File: src/rtl/adc_seq_defs.vh
// Register offsets, field layout and timing figures of the mode sequencer
`ifndef ADC_SEQ_DEFS_VH
`define ADC_SEQ_DEFS_VH

// Register byte offsets
`define OFS_MODE 8'h00
`define OFS_ACQ 8'h04
`define OFS_PWRUP 8'h08
`define OFS_INTCFG 8'h0C
`define OFS_STATUS 8'h10
`define OFS_RESULT0 8'h20
`define OFS_RESULT3 8'h2C

// Mode control fields
`define MODE_LSB 0
`define MODE_MSB 2
`define CHSEL_LSB 4
`define CHSEL_MSB 5

// Mode codes
`define MODE_IDLE 3'h0
`define MODE_AWAKE 3'h1
`define MODE_MSINGLE 3'h2
`define MODE_MSCAN 3'h3
`define MODE_ASINGLE 3'h4
`define MODE_ASCAN 3'h5

// Interrupt configuration fields
`define INTSRC_LSB 0
`define INTSRC_MSB 1
`define INTCFG_EACH 2
`define INTCFG_HALT 3
`define INTSRC_BUSY 2'h0
`define INTSRC_READY 2'h1
`define INTSRC_ALARM 2'h2

// Reset values
`define MODE_RST 8'h00
`define DELAY_RST 5'h00
`define INTCFG_RST 4'h1

// Timing in nanoseconds
`define T_STEP_NS 2000
`define ACQUISITION_DELAY_MIN_NS 6000
`define T_CONV_NS 4000
`define OSC_PERIOD_NS 160

// Bus answers
`define RESP_OKAY 2'h0
`define RESP_SLVERR 2'h2

`endif

File: src/rtl/adc_mode_sequencer.v
// Conversion sequencer of a four-channel converter with AXI4-Lite registers
`timescale 1ns/1ps
`include "adc_seq_defs.vh"

module adc_mode_sequencer #(
   parameter OSC_PERIOD_NS = `OSC_PERIOD_NS,
   parameter RES_W = 12
) (
   input wire sys_clk,
   input wire sys_rst,
   input wire [7:0] s_axi_awaddr,
   input wire s_axi_awvalid,
   output reg s_axi_awready,
   input wire [31:0] s_axi_wdata,
   input wire [3:0] s_axi_wstrb,
   input wire s_axi_wvalid,
   output reg s_axi_wready,
   output reg [1:0] s_axi_bresp,
   output reg s_axi_bvalid,
   input wire s_axi_bready,
   input wire [7:0] s_axi_araddr,
   input wire s_axi_arvalid,
   output reg s_axi_arready,
   output reg [31:0] s_axi_rdata,
   output reg [1:0] s_axi_rresp,
   output reg s_axi_rvalid,
   input wire s_axi_rready,
   input wire osc_clk,
   input wire [RES_W-1:0] adc_result,
   input wire alarm_trip,
   output reg analog_power_on,
   output reg external_amp_power_out,
   output reg [1:0] mux_channel,
   output reg sample_on,
   output reg busy,
   output reg data_ready,
   output reg int_n
);

   // Tick counts, least times rounded up
   // Rounding up keeps every phase except the first after a mode write at least its nominal length
   localparam integer STEP_INT = (`T_STEP_NS + OSC_PERIOD_NS - 1) / OSC_PERIOD_NS;
   localparam integer ACQ_MIN_INT = (`ACQUISITION_DELAY_MIN_NS + OSC_PERIOD_NS - 1) / OSC_PERIOD_NS;
   localparam integer CONV_INT = (`T_CONV_NS + OSC_PERIOD_NS - 1) / OSC_PERIOD_NS;
   // Ten bits hold the longest count the five-bit fields can ask for;
   // a much faster oscillator would need a wider phase counter
   localparam [9:0] STEP_TICKS = STEP_INT[9:0];
   localparam [9:0] ACQ_MIN_TICKS = ACQ_MIN_INT[9:0];
   localparam [9:0] CONV_TICKS = CONV_INT[9:0];

   // One-hot sequencer states
   localparam [4:0] ST_OFF = 5'b0_0001;
   localparam [4:0] ST_WAIT = 5'b0_0010;
   localparam [4:0] ST_PWRUP = 5'b0_0100;
   localparam [4:0] ST_ACQ = 5'b0_1000;
   localparam [4:0] ST_CONV = 5'b1_0000;

   ////////////////////////////////////////////////////////////////////////
   // Registers and state

   reg [7:0] mode_control_reg_q;
   reg [4:0] acquisition_delay_field_q;
   reg [4:0] powerup_delay_field_q;
   reg [3:0] int_cfg_q;
   reg [RES_W-1:0] result_q [0:3];
   reg [4:0] state_q;
   reg [9:0] cnt_q;
   reg [1:0] left_q;
   reg skip_pu_q;
   reg aw_held_q;
   reg w_held_q;
   reg [7:0] aw_addr_q;
   reg [31:0] w_data_q;
   reg [3:0] w_strb_q;
   reg osc_s1_q;
   reg osc_s2_q;
   reg osc_s3_q;
   reg mode_go_q;
   integer i;

   // Decoded fields and strobes; a mode write acts only on its response handshake
   wire [2:0] mode = mode_control_reg_q[`MODE_MSB:`MODE_LSB];
   wire [1:0] chsel = mode_control_reg_q[`CHSEL_MSB:`CHSEL_LSB];
   wire tick = osc_s2_q & ~osc_s3_q;
   wire wr_fire = aw_held_q & w_held_q & ~s_axi_bvalid;
   wire wr_mode = wr_fire & (aw_addr_q == `OFS_MODE) & w_strb_q[0];
   wire b_done = s_axi_bvalid & s_axi_bready;
   wire rd_fire = s_axi_arvalid & s_axi_arready;
   wire rd_result = rd_fire & (s_axi_araddr >= `OFS_RESULT0) &
      (s_axi_araddr <= `OFS_RESULT3) & (s_axi_araddr[1:0] == 2'b00);
   wire [9:0] acq_ticks =
      {5'h00, acquisition_delay_field_q} * STEP_TICKS + ACQ_MIN_TICKS;
   wire [9:0] pu_ticks = {5'h00, powerup_delay_field_q} * STEP_TICKS;
   wire cnt_end = tick & (cnt_q == 10'h001);
   wire halt_now = int_cfg_q[`INTCFG_HALT] & alarm_trip;

   ////////////////////////////////////////////////////////////////////////
   // Oscillator pin: two synchronising stages, then an edge detector

   always @(posedge sys_clk) begin
      if (sys_rst) begin
         osc_s1_q <= 1'b0;
         osc_s2_q <= 1'b0;
         osc_s3_q <= 1'b0;
      end else begin
         osc_s1_q <= osc_clk;
         osc_s2_q <= osc_s1_q;
         osc_s3_q <= osc_s2_q;
      end
   end

   ////////////////////////////////////////////////////////////////////////
   // Write channel: address and data taken in either order

   always @(posedge sys_clk) begin
      if (sys_rst) begin
         aw_held_q <= 1'b0;
         w_held_q <= 1'b0;
         aw_addr_q <= 8'h00;
         w_data_q <= 32'h0000_0000;
         w_strb_q <= 4'h0;
         s_axi_awready <= 1'b0;
         s_axi_wready <= 1'b0;
         s_axi_bvalid <= 1'b0;
         s_axi_bresp <= `RESP_OKAY;
      end else begin
         s_axi_awready <= ~aw_held_q & ~s_axi_awready & ~s_axi_bvalid;
         s_axi_wready <= ~w_held_q & ~s_axi_wready & ~s_axi_bvalid;
         if (s_axi_awvalid & s_axi_awready) begin
            aw_held_q <= 1'b1;
            aw_addr_q <= s_axi_awaddr;
         end
         if (s_axi_wvalid & s_axi_wready) begin
            w_held_q <= 1'b1;
            w_data_q <= s_axi_wdata;
            w_strb_q <= s_axi_wstrb;
         end
         if (wr_fire) begin
            aw_held_q <= 1'b0;
            w_held_q <= 1'b0;
            s_axi_bvalid <= 1'b1;
            case (aw_addr_q)
               `OFS_MODE, `OFS_ACQ, `OFS_PWRUP, `OFS_INTCFG:
                  s_axi_bresp <= `RESP_OKAY;
               default: s_axi_bresp <= `RESP_SLVERR;
            endcase
         end else if (b_done) begin
            s_axi_bvalid <= 1'b0;
         end
      end
   end

   // Register stores; only byte lane 0 carries fields
   always @(posedge sys_clk) begin
      if (sys_rst) begin
         mode_control_reg_q <= `MODE_RST;
         acquisition_delay_field_q <= `DELAY_RST;
         powerup_delay_field_q <= `DELAY_RST;
         int_cfg_q <= `INTCFG_RST;
         mode_go_q <= 1'b0;
      end else begin
         if (wr_fire & w_strb_q[0]) begin
            case (aw_addr_q)
               `OFS_MODE: mode_control_reg_q <= w_data_q[7:0];
               `OFS_ACQ: acquisition_delay_field_q <= w_data_q[4:0];
               `OFS_PWRUP: powerup_delay_field_q <= w_data_q[4:0];
               `OFS_INTCFG: int_cfg_q <= w_data_q[3:0];
               default: ;
            endcase
         end
         // Mode acts once the write is acknowledged, like the ack edge
         if (wr_mode)
            mode_go_q <= 1'b1;
         else if (b_done)
            mode_go_q <= 1'b0;
      end
   end

   ////////////////////////////////////////////////////////////////////////
   // Read channel: answer one cycle after the address is taken

   always @(posedge sys_clk) begin
      if (sys_rst) begin
         s_axi_arready <= 1'b0;
         s_axi_rvalid <= 1'b0;
         s_axi_rdata <= 32'h0000_0000;
         s_axi_rresp <= `RESP_OKAY;
      end else begin
         s_axi_arready <= ~s_axi_arready & ~s_axi_rvalid;
         if (rd_fire) begin
            s_axi_rvalid <= 1'b1;
            s_axi_rresp <= `RESP_OKAY;
            s_axi_rdata <= 32'h0000_0000;
            case (s_axi_araddr)
               `OFS_MODE: s_axi_rdata[7:0] <= mode_control_reg_q;
               `OFS_ACQ: s_axi_rdata[4:0] <= acquisition_delay_field_q;
               `OFS_PWRUP: s_axi_rdata[4:0] <= powerup_delay_field_q;
               `OFS_INTCFG: s_axi_rdata[3:0] <= int_cfg_q;
               // Bit 1 is spare so ready and busy keep their places
               `OFS_STATUS:
                  s_axi_rdata[9:0] <= {state_q, mux_channel, data_ready, 1'b0, busy};
               default: begin
                  if (rd_result)
                     s_axi_rdata[RES_W-1:0] <= result_q[s_axi_araddr[3:2]];
                  else
                     s_axi_rresp <= `RESP_SLVERR;
               end
            endcase
         end else if (s_axi_rvalid & s_axi_rready) begin
            s_axi_rvalid <= 1'b0;
         end
      end
   end

   ////////////////////////////////////////////////////////////////////////
   // Sequencer

   always @(posedge sys_clk) begin
      if (sys_rst) begin
         state_q <= ST_OFF;
         cnt_q <= 10'h000;
         left_q <= 2'h0;
         mux_channel <= 2'h0;
         skip_pu_q <= 1'b0;
         for (i = 0; i < 4; i = i + 1)
            result_q[i] <= {RES_W{1'b0}};
      end else if (mode_go_q & b_done) begin
         // New mode acts at once; any running sequence is dropped
         // Idle and awake keep the channel, so an abort never moves the
         // multiplexer while the sample capacitor is still connected
         left_q <= 2'h3;
         case (mode)
            `MODE_IDLE: begin
               state_q <= ST_OFF;
               skip_pu_q <= 1'b0;
            end
            `MODE_MSINGLE, `MODE_MSCAN, `MODE_ASINGLE, `MODE_ASCAN: begin
               mux_channel <= chsel;
               // Only a zero power-up delay or a repeated manual command skips power-up
               if (pu_ticks == 10'h000 | (skip_pu_q & (mode == `MODE_MSINGLE |
                  mode == `MODE_MSCAN))) begin
                  state_q <= ST_ACQ;
                  cnt_q <= acq_ticks;
               end else begin
                  state_q <= ST_PWRUP;
                  cnt_q <= pu_ticks;
               end
            end
            default: begin
               state_q <= ST_WAIT;
               skip_pu_q <= 1'b0;
            end
         endcase
      end else begin
         if (tick & cnt_q != 10'h000)
            cnt_q <= cnt_q - 10'h001;
         case (state_q)
            ST_PWRUP: begin
               if (cnt_end) begin
                  state_q <= ST_ACQ;
                  cnt_q <= acq_ticks;
               end
            end
            ST_ACQ: begin
               if (cnt_end) begin
                  state_q <= ST_CONV;
                  cnt_q <= CONV_TICKS;
               end
            end
            ST_CONV: begin
               if (cnt_end) begin
                  result_q[mux_channel] <= adc_result;
                  cnt_q <= acq_ticks;
                  state_q <= ST_ACQ;
                  case (mode)
                     `MODE_MSINGLE: begin
                        state_q <= ST_WAIT;
                        skip_pu_q <= 1'b1;
                     end
                     `MODE_MSCAN: begin
                        if (left_q == 2'h0) begin
                           state_q <= ST_WAIT;
                           skip_pu_q <= 1'b1;
                        end else begin
                           left_q <= left_q - 2'h1;
                           mux_channel <= mux_channel + 2'h1;
                        end
                     end
                     `MODE_ASINGLE: begin
                        if (halt_now)
                           state_q <= ST_WAIT;
                     end
                     `MODE_ASCAN: begin
                        mux_channel <= mux_channel + 2'h1;
                        if (halt_now)
                           state_q <= ST_WAIT;
                     end
                     default: state_q <= ST_WAIT;
                  endcase
               end
            end
            ST_OFF, ST_WAIT: ;
            default: state_q <= ST_OFF;
         endcase
      end
   end

   ////////////////////////////////////////////////////////////////////////
   // Status, power and interrupt outputs

   // End of each conversion and of the run (every conversion in auto modes), used for data ready
   wire conv_done = (state_q == ST_CONV) & cnt_end & ~(mode_go_q & b_done);
   wire run_done = conv_done & ((mode == `MODE_MSINGLE) |
      ((mode == `MODE_MSCAN) & (left_q == 2'h0)) | (mode == `MODE_ASINGLE) |
      (mode == `MODE_ASCAN));
   wire ready_set = int_cfg_q[`INTCFG_EACH] ? conv_done : run_done;

   // Ready is sticky; a new result wins over a clearing read
   always @(posedge sys_clk) begin
      if (sys_rst) begin
         data_ready <= 1'b0;
         busy <= 1'b0;
         sample_on <= 1'b0;
         analog_power_on <= 1'b0;
         external_amp_power_out <= 1'b0;
         int_n <= 1'b1;
      end else begin
         if (ready_set)
            data_ready <= 1'b1;
         else if (rd_result | (mode_go_q & b_done))
            data_ready <= 1'b0;
         busy <= (state_q == ST_CONV) & ~cnt_end;
         sample_on <= (state_q == ST_ACQ);
         analog_power_on <= (state_q != ST_OFF);
         external_amp_power_out <=
            (state_q == ST_PWRUP) | (state_q == ST_ACQ) | (state_q == ST_CONV);
         case (int_cfg_q[`INTSRC_MSB:`INTSRC_LSB])
            `INTSRC_BUSY: int_n <= ~busy;
            `INTSRC_READY: int_n <= ~data_ready;
            `INTSRC_ALARM: int_n <= ~alarm_trip;
            default: int_n <= 1'b1;
         endcase
      end
   end

endmodule // adc_mode_sequencer

File: config.mk
export PLATFORM = sky130hd
export DESIGN_NAME = adc_mode_sequencer
export DESIGN_NICKNAME = d
export VERILOG_FILES = /design/src/rtl/adc_mode_sequencer.v
export VERILOG_INCLUDE_DIRS = /design/src /design/src/rtl
export SDC_FILE = /design/constraint.sdc
export NUM_CORES = 1
export LEC_CHECK = 0
export BUFFER_PORTS_ARGS = -buffer_cell sky130_fd_sc_hd__buf_2
export CAP_MARGIN = 20
export CORE_ASPECT_RATIO = 2
export CORE_MARGIN = 2
export CORE_UTILIZATION = 39
export DETAILED_ROUTE_END_ITERATION = 10
export PLACE_DENSITY_LB_ADDON = 0.05
export SKIP_CTS_REPAIR_TIMING = 1
export SLEW_MARGIN = 20
export SYNTH_ARGS = -nofsm -noshare
export SYNTH_HDL_FRONTEND = slang
export SYNTH_SLANG_ARGS = --single-unit
File: constraint.sdc
create_clock -name sys_clk -period 3.18 [get_ports sys_clk]
set_clock_uncertainty 0.05 [all_clocks]
set_input_delay 0.159 -clock sys_clk [delete_from_list [all_inputs] [get_ports sys_clk]]
set_output_delay 0.159 -clock sys_clk [all_outputs]
set_load 0.05 [all_outputs]
==> results.txt, run 1 <==
DRC errors left: 0
Die Y: 200 µm
Cell-internal power: 0.00337 W
Critical path data required time: 3.45 ns
Async set or reset register ratio after synthesis: 0%
CTS buffer count: 17
Top cell type's share of synthesized area: 24.0%
Die Area: 0.0205 mm²
Switching power: 0.00107 W
Synth Flop Type: dfxtp_1
Initial antenna violation count: 0
Core box area: 0.0188 mm²
Row cnt: 71
Final hold slack: -0.00893 ns
Synth-to-Final Area Change: 23.6%
Total Routing Usage GR: 22.5%
Outcome: finished with violations
GRT overflow: 0
Failing checks: negative hold slack, negative setup slack
Worst Setup EP: cnt_q[5]
Clk Latency, worst-skew pair: 0.43 ns
Initial Util: 39.9%
Setup Viol. Count Final: 4
Seq pwr share: 43.0%
Crit path max fanout: 8
Fillers: 1838
Final min period: 3.22 ns
Fmax: 311 MHz
Reg clk slew, reported paths: 0.06 ns
Share of layout cells above drive strength 1: 22.0%
Setup TNS: -0.0605 ns
Critical path launch point: powerup_delay_field_q[1]
PD cells: 479 mW/mm²
Library cells used by synthesis: 73
Most common library cells after synthesis: 90 x dfxtp_1, 74 x nand2_1, 57 x a21oi_1
FF-to-FF End: cnt_q[5]
Max-slew violations: 0
ANT cells: 0
Hold Crit Class: input pin to flip-flop
CP Capture Type: flip-flop
WP data arrival: 3.48 ns
Seq/Total Area, Yosys: 43.1%
Syn Area/Cell: 9.69 µm²
Setup slack after layout: -0.0364 ns
Yosys reg bits: 138
Logic pwr share: 8.6%
Largest net degree at the start of global routing: 58
H-tree depth: 4
Vias: 6203
Drt first pass iters: 5
Yosys top cell by area: dfxtp_1
Post-DR vias/cell: 5.33
Antenna viol nets, final: 0
Vias in the first global route: 6378
Most numerous cell in the Yosys netlist: dfxtp_1
Switching share of power: 24.1%
Post-synth EDFFs: 48
CTS tree: built
Layout Nets: 1011
RSZ-0062 raised after global routing: true
Clock power share: 48.3%
R2R depth: 11
CTS max path bufs: 2
Leakage power: 3.86 nW
Post-Synthesis Cell Area: 0.00752 mm²
DRT iter0 DRCs: 314
Root buf cell: clkbuf_16
Post-Synthesis Cells: 776
R2r setup slk: -0.04 ns
Period utilisation layout: 101%
DP HPWL: 16.9 mm
R2R Path Start: powerup_delay_field_q[1]
Yosys Warn Count: 0
Io pins: 122
Worst setup SP type: flip-flop
Fin. Hold Viols: 5
Post-Route WL: 22.5 mm
Top cells by area, synth: dfxtp_1 24%, edfxtp_1 19%, ha_1 6.5%, and2_1 4.2%, mux4_2 4.2%
Normalized max-slew margin: 52.9%
Max_cap viols: 0
Die X: 102 µm
IO buf count: 72
Peak supply drop: 0.000482 V
Setup WS pre-CTS: -0.125 ns
First-pass GRT wire length: 34.7 mm
Final GP Congestion: 0.891
Worst-Margin Slew: 0.695 ns
Routed len/inst: 19.3 µm
CTS sink cnt: 138
Kind of critical path: flip-flop to flip-flop
## stage by stage
stage | instances | instance area, µm² | utilization [%] | total power, W | hold slack (ns)
4_1_cts | 1137 | 8900 | 47.3 | 0.00446 | -0.107
6_report | 1163 | 9290 | 49.3 | 0.00445 | -0.00893
2_1_floorplan | 797 | 7600 | - | 0.00223 | 0.237
5_1_grt | 1163 | 9290 | 49.3 | 0.00460 | 0.000851
3_3_place_gp | 1105 | 8260 | 43.9 | 0.00231 | 0.319
3_5_place_dp | 1105 | 8260 | 43.9 | 0.00232 | 0.334
## cell families (layout without fill, tap and decap cells)
logic type	Yosys count	count (layout)	share of synthesized area, %
flops	138	138	43.1
compound gates	153	153	12.9
fa+ha+maj	43	43	7.55
buf+inv	92	203	5.86
xor+xnor	14	14	1.63
simple gates	289	289	20.3
mux	46	46	8.62
other cells	1	22	0.0499
## area by class of cell
class	instances	area, µm²	area share (%)
sequential	138	3250	35.0
timing repair buffer	138	916	9.85
multi-input combinational	567	4040	43.5
tap	255	319	3.43
clock buffer	22	508	5.47
inverter	33	124	1.33
clock inverter	10	134	1.44
## how the worst min path moves through the flow
stage	cells after the start	from	endpoint
5_1_grt	2	adc_result[1]	result_q[3][1]
2_1_floorplan	1	osc_clk	osc_s1_q
3_3_place_gp	2	osc_clk	osc_s1_q
4_1_cts	2	osc_clk	osc_s1_q
3_5_place_dp	2	osc_clk	osc_s1_q
6_report	2	adc_result[6]	result_q[1][6]
## layer usage
layer  track usage (%)  part of all wire [%]  wire [µm]
met1              23.1                    36       8060
met2              42.7                    57      12900
met3              3.94                   3.2        728
met4              9.86                   3.6        821
met5                 0                     0          0
## critical path, stage by stage, from the launching register on
cell	delay, ns
dfxtp_4	0.37
buf_6	0.12
ha_4	0.15
fa_2	0.47
fa_1	0.52
nor4b_2	0.30
o211ai_1	0.20
o31ai_1	0.28
buf_4	0.22
buf_6	0.10
a211oi_2	0.05
o31a_1	0.28
## layout by cell type (no fill, tap or decap), types with 8 or more instances in the layout
cell type      netlist  routed
dfxtp_1             90      88
nand2_1             74      74
buf_2                4      72
a21oi_1             57      56
nor2_1              52      52
and2_1              51      51
edfxtp_1            48      48
buf_4               22      43
ha_1                39      34
inv_1               33      33
nand3_1             23      23
nor3_1              24      22
mux2i_1             22      22
conb_1               1      22
o21ai_0             24      21
dlygate4sd3_1        0      21
clkbuf_16            0      20
mux4_2              14      14
and3_1              10      10
nand2b_1            10      10
xnor2_1             10       9
a31oi_1              9       9
a22oi_1              9       9
mux2_2               9       9
nor2b_1              8       8
## sequential cells by signal, summed over array words and instances (netlist names), 2 cells and up
register                   flops
acquisition_delay_field_q      5
aw_addr_q                      8
cnt_q                         10
int_cfg_q                      4
left_q                         2
mode_control_reg_q             8
mux_channel                    2
powerup_delay_field_q          5
result_q                      48
s_axi_rdata                   12
state_q                        5
w_data_q                       8
## power groups by stage
stage                     combinational (W)  sequential (W)  clock (W)
after global placement             0.000359         0.00195          0
after CTS                          0.000366         0.00192    0.00218
after global routing               0.000417         0.00192    0.00226
final                              0.000384         0.00191    0.00215
after detailed placement           0.000365         0.00195          0
after floorplan                    0.000248         0.00198          0
(Power assumes the default switching activity.)
==> run 2: changes to the inputs <==
--- a/config.mk
+++ b/config.mk
@@ -6,7 +6,7 @@
 export SDC_FILE = /design/constraint.sdc
 export NUM_CORES = 1
 export LEC_CHECK = 0
-export BUFFER_PORTS_ARGS = -buffer_cell sky130_fd_sc_hd__buf_2
+export BUFFER_PORTS_ARGS = -buffer_cell sky130_fd_sc_hd__buf_4
 export CAP_MARGIN = 20
 export CORE_ASPECT_RATIO = 2
 export CORE_MARGIN = 2
==> run 2 against run 1 <==
The flow finishes with violations (negative hold slack). Via count is essentially flat. Wire length down 0.20%. Register-to-register slack improved by 0.04 ns. Count of clock-buffer cells in the layout shrank 5. Cell count increased by 0.60%. Combinational power increased by 8.6%. Maximum frequency grew 1.4%. Worst hold slack worse by 0.015 ns. Non-clock buffer count rose by 7. Sequential cell count did not move. Critical endpoint is now cnt_q[2]. Highest routed layer unchanged.
==> results.txt, run 2 (synthesis gave the netlist of run 1 again) <==
Layout Nets: 1018 (was 1011)
DRC errors left: 0 (unchanged)
Total power: 0.00440 W (was 0.00445 W)
Vias in the first global route: 6325 (was 6378)
Most common cell after layout, fill and taps aside: buf_4 (was dfxtp_1)
Logic pwr share: 9.5% (was 8.6%)
GRT overflow: 0 (unchanged)
Regs by FF count: result_q: 48 flops, s_axi_rdata: 12 flops, cnt_q: 10 flops (unchanged)
Total Routing Usage GR: 22.6% (was 22.5%)
CTS sink cnt: 138 (unchanged)
Share of layout cells above drive strength 1: 21.6% (was 22.0%)
H-tree depth: 4 (unchanged)
Peak supply drop: 0.000486 V (was 0.000482 V)
CP Capture Type: flip-flop (unchanged)
Crit path max fanout: 7 (was 8)
Leakage power: 3.91 nW (was 3.86 nW)
Kind of critical path: flip-flop to flip-flop (unchanged)
Clock power share: 47.1% (was 48.3%)
RSZ-0062 raised after global routing: true (unchanged)
Die Y: 200 µm (unchanged)
WP data arrival: 3.41 ns (was 3.48 ns)
Vias: 6201 (was 6203)
Switching share of power: 25.5% (was 24.1%)
Setup slack after layout: 0.00778 ns (was -0.0364 ns)
DP HPWL: 16.8 mm (was 16.9 mm)
Fin. Hold Viols: 2 (was 5)
PD cells: 463 mW/mm² (was 479 mW/mm²)
Routed len/inst: 19.2 µm (was 19.3 µm)
Worst-Margin Slew: 0.832 ns (was 0.695 ns)
Row cnt: 71 (unchanged)
Seq pwr share: 43.5% (was 43.0%)
Failing checks: negative hold slack (was negative hold slack, negative setup slack)
DRT iter0 DRCs: 253 (was 314)
First-pass GRT wire length: 34.6 mm (was 34.7 mm)
Final GP Congestion: 0.870 (was 0.891)
Initial Util: 39.9% (unchanged)
Synth-to-Final Area Change: 26.6% (was 23.6%)
Critical path data required time: 3.42 ns (was 3.45 ns)
Reg clk slew, reported paths: 0.06 ns (about the same)
Root buf cell: clkbuf_16 (unchanged)
Hold Crit Class: input pin to flip-flop (unchanged)
CTS buffer count: 17 (unchanged)
Max-slew violations: 0 (unchanged)
Io pins: 122 (unchanged)
Dpl cell area: 0.00845 mm² (was 0.00826 mm²)
Most frequent cells in the layout: 114 x buf_4, 87 x dfxtp_1, 74 x nand2_1 (was 88 x dfxtp_1, 74 x nand2_1, 72 x buf_2)
CTS tree: built (unchanged)
Core box area: 0.0188 mm² (unchanged)
IO buf count: 72 (unchanged)
Post-Route WL: 22.4 mm (was 22.5 mm)
Period utilisation layout: 99.8% (was 101%)
Max_cap viols: 0 (unchanged)
Max reg flops: 48 (unchanged)
Final min period: 3.17 ns (was 3.22 ns)
Final hold slack: -0.0244 ns (was -0.00893 ns)
Normalized max-slew margin: 44.3% (was 52.9%)
Worst setup SP type: flip-flop (unchanged)
Switching power: 0.00112 W (was 0.00107 W)
Setup WS pre-CTS: -0.0854 ns (was -0.125 ns)
Initial antenna violation count: 0 (unchanged)
Cell-internal power: 0.00328 W (was 0.00337 W)
Fmax: 315 MHz (was 311 MHz)
Outcome: finished with violations (unchanged)
ANT cells: 0 (unchanged)
Setup Viol. Count Final: 0 (was 4)
Design area: 0.00952 mm² (was 0.00929 mm²)
Antenna viol nets, final: 0 (unchanged)
CTS max path bufs: 2 (unchanged)
Post-DR vias/cell: 5.30 (was 5.33)
Die X: 102 µm (unchanged)
Largest net degree at the start of global routing: 50 (was 58)
Drt first pass iters: 4 (was 5)
Clk Latency, worst-skew pair: 0.42 ns (was 0.43 ns)
Register with the most flip-flops: result_q (unchanged)
Hold path depth: 3 (was 2)
Die Area: 0.0205 mm² (unchanged)
R2R depth: 11 (unchanged)
[run 2: worst paths after layout]
| path | end | start | slack [ns] |
|---|---|---|---|
| min reg2reg | osc_s2_q | osc_s1_q | 0.39 |
| max | cnt_q[2] | powerup_delay_field_q[1] | 0.008 |
| min | aw_addr_q[2] | s_axi_awaddr[2] | -0.02 |
| max reg2reg | cnt_q[2] | powerup_delay_field_q[1] | 0.008 |
[run 2: routing by layer]
metal / wire [µm] / vias to the layer above / track usage, %
met5: 0 / - / 0
met4: 1210 / 0 / 11.7
met3: 568 / 53 / 3.70
met2: 12500 / 139 / 42.1
met1: 8120 / 2997 / 23.1
li1: - / 3012 / -
[run 2: stage by stage]
step           util, %  TNS (ns)  std cells
2_1_floorplan        -         0        797
3_3_place_gp      44.9    -0.129       1106
3_5_place_dp      44.9    -0.254       1106
4_1_cts           48.1    -0.484       1138
5_1_grt           50.5    -0.442       1170
6_report          50.5         0       1170
[run 2: layout make-up]
type	instances	area [µm²]
Fill cell	1828	9320
Clock inverter	15	191
Inverter	33	124
Sequential cell	138	3250
Tap cell	255	319
Timing Repair Buffer	145	1170
Multi-Input combinational cell	567	4040
Clock buffer	17	425
[run 2: power groups by stage]
stage	combinational, W	clock (W)	sequential (W)
CTS	0.000389	0.00211	0.00192
finish	0.000417	0.00207	0.00191
global route	0.000449	0.00217	0.00192
detailed placement	0.000388	0	0.00195
floorplan	0.000248	0	0.00198
global placement	0.000384	0	0.00195
[run 2: critical path: stages (launching register included)]
cell	delay (ns)
dfxtp_4	0.36
buf_6	0.12
ha_4	0.15
fa_2	0.58
fa_1	0.46
nor4b_2	0.29
o211ai_1	0.18
o31ai_1	0.23
buf_4	0.20
buf_4	0.13
mux2i_1	0.20
o22ai_1	0.09
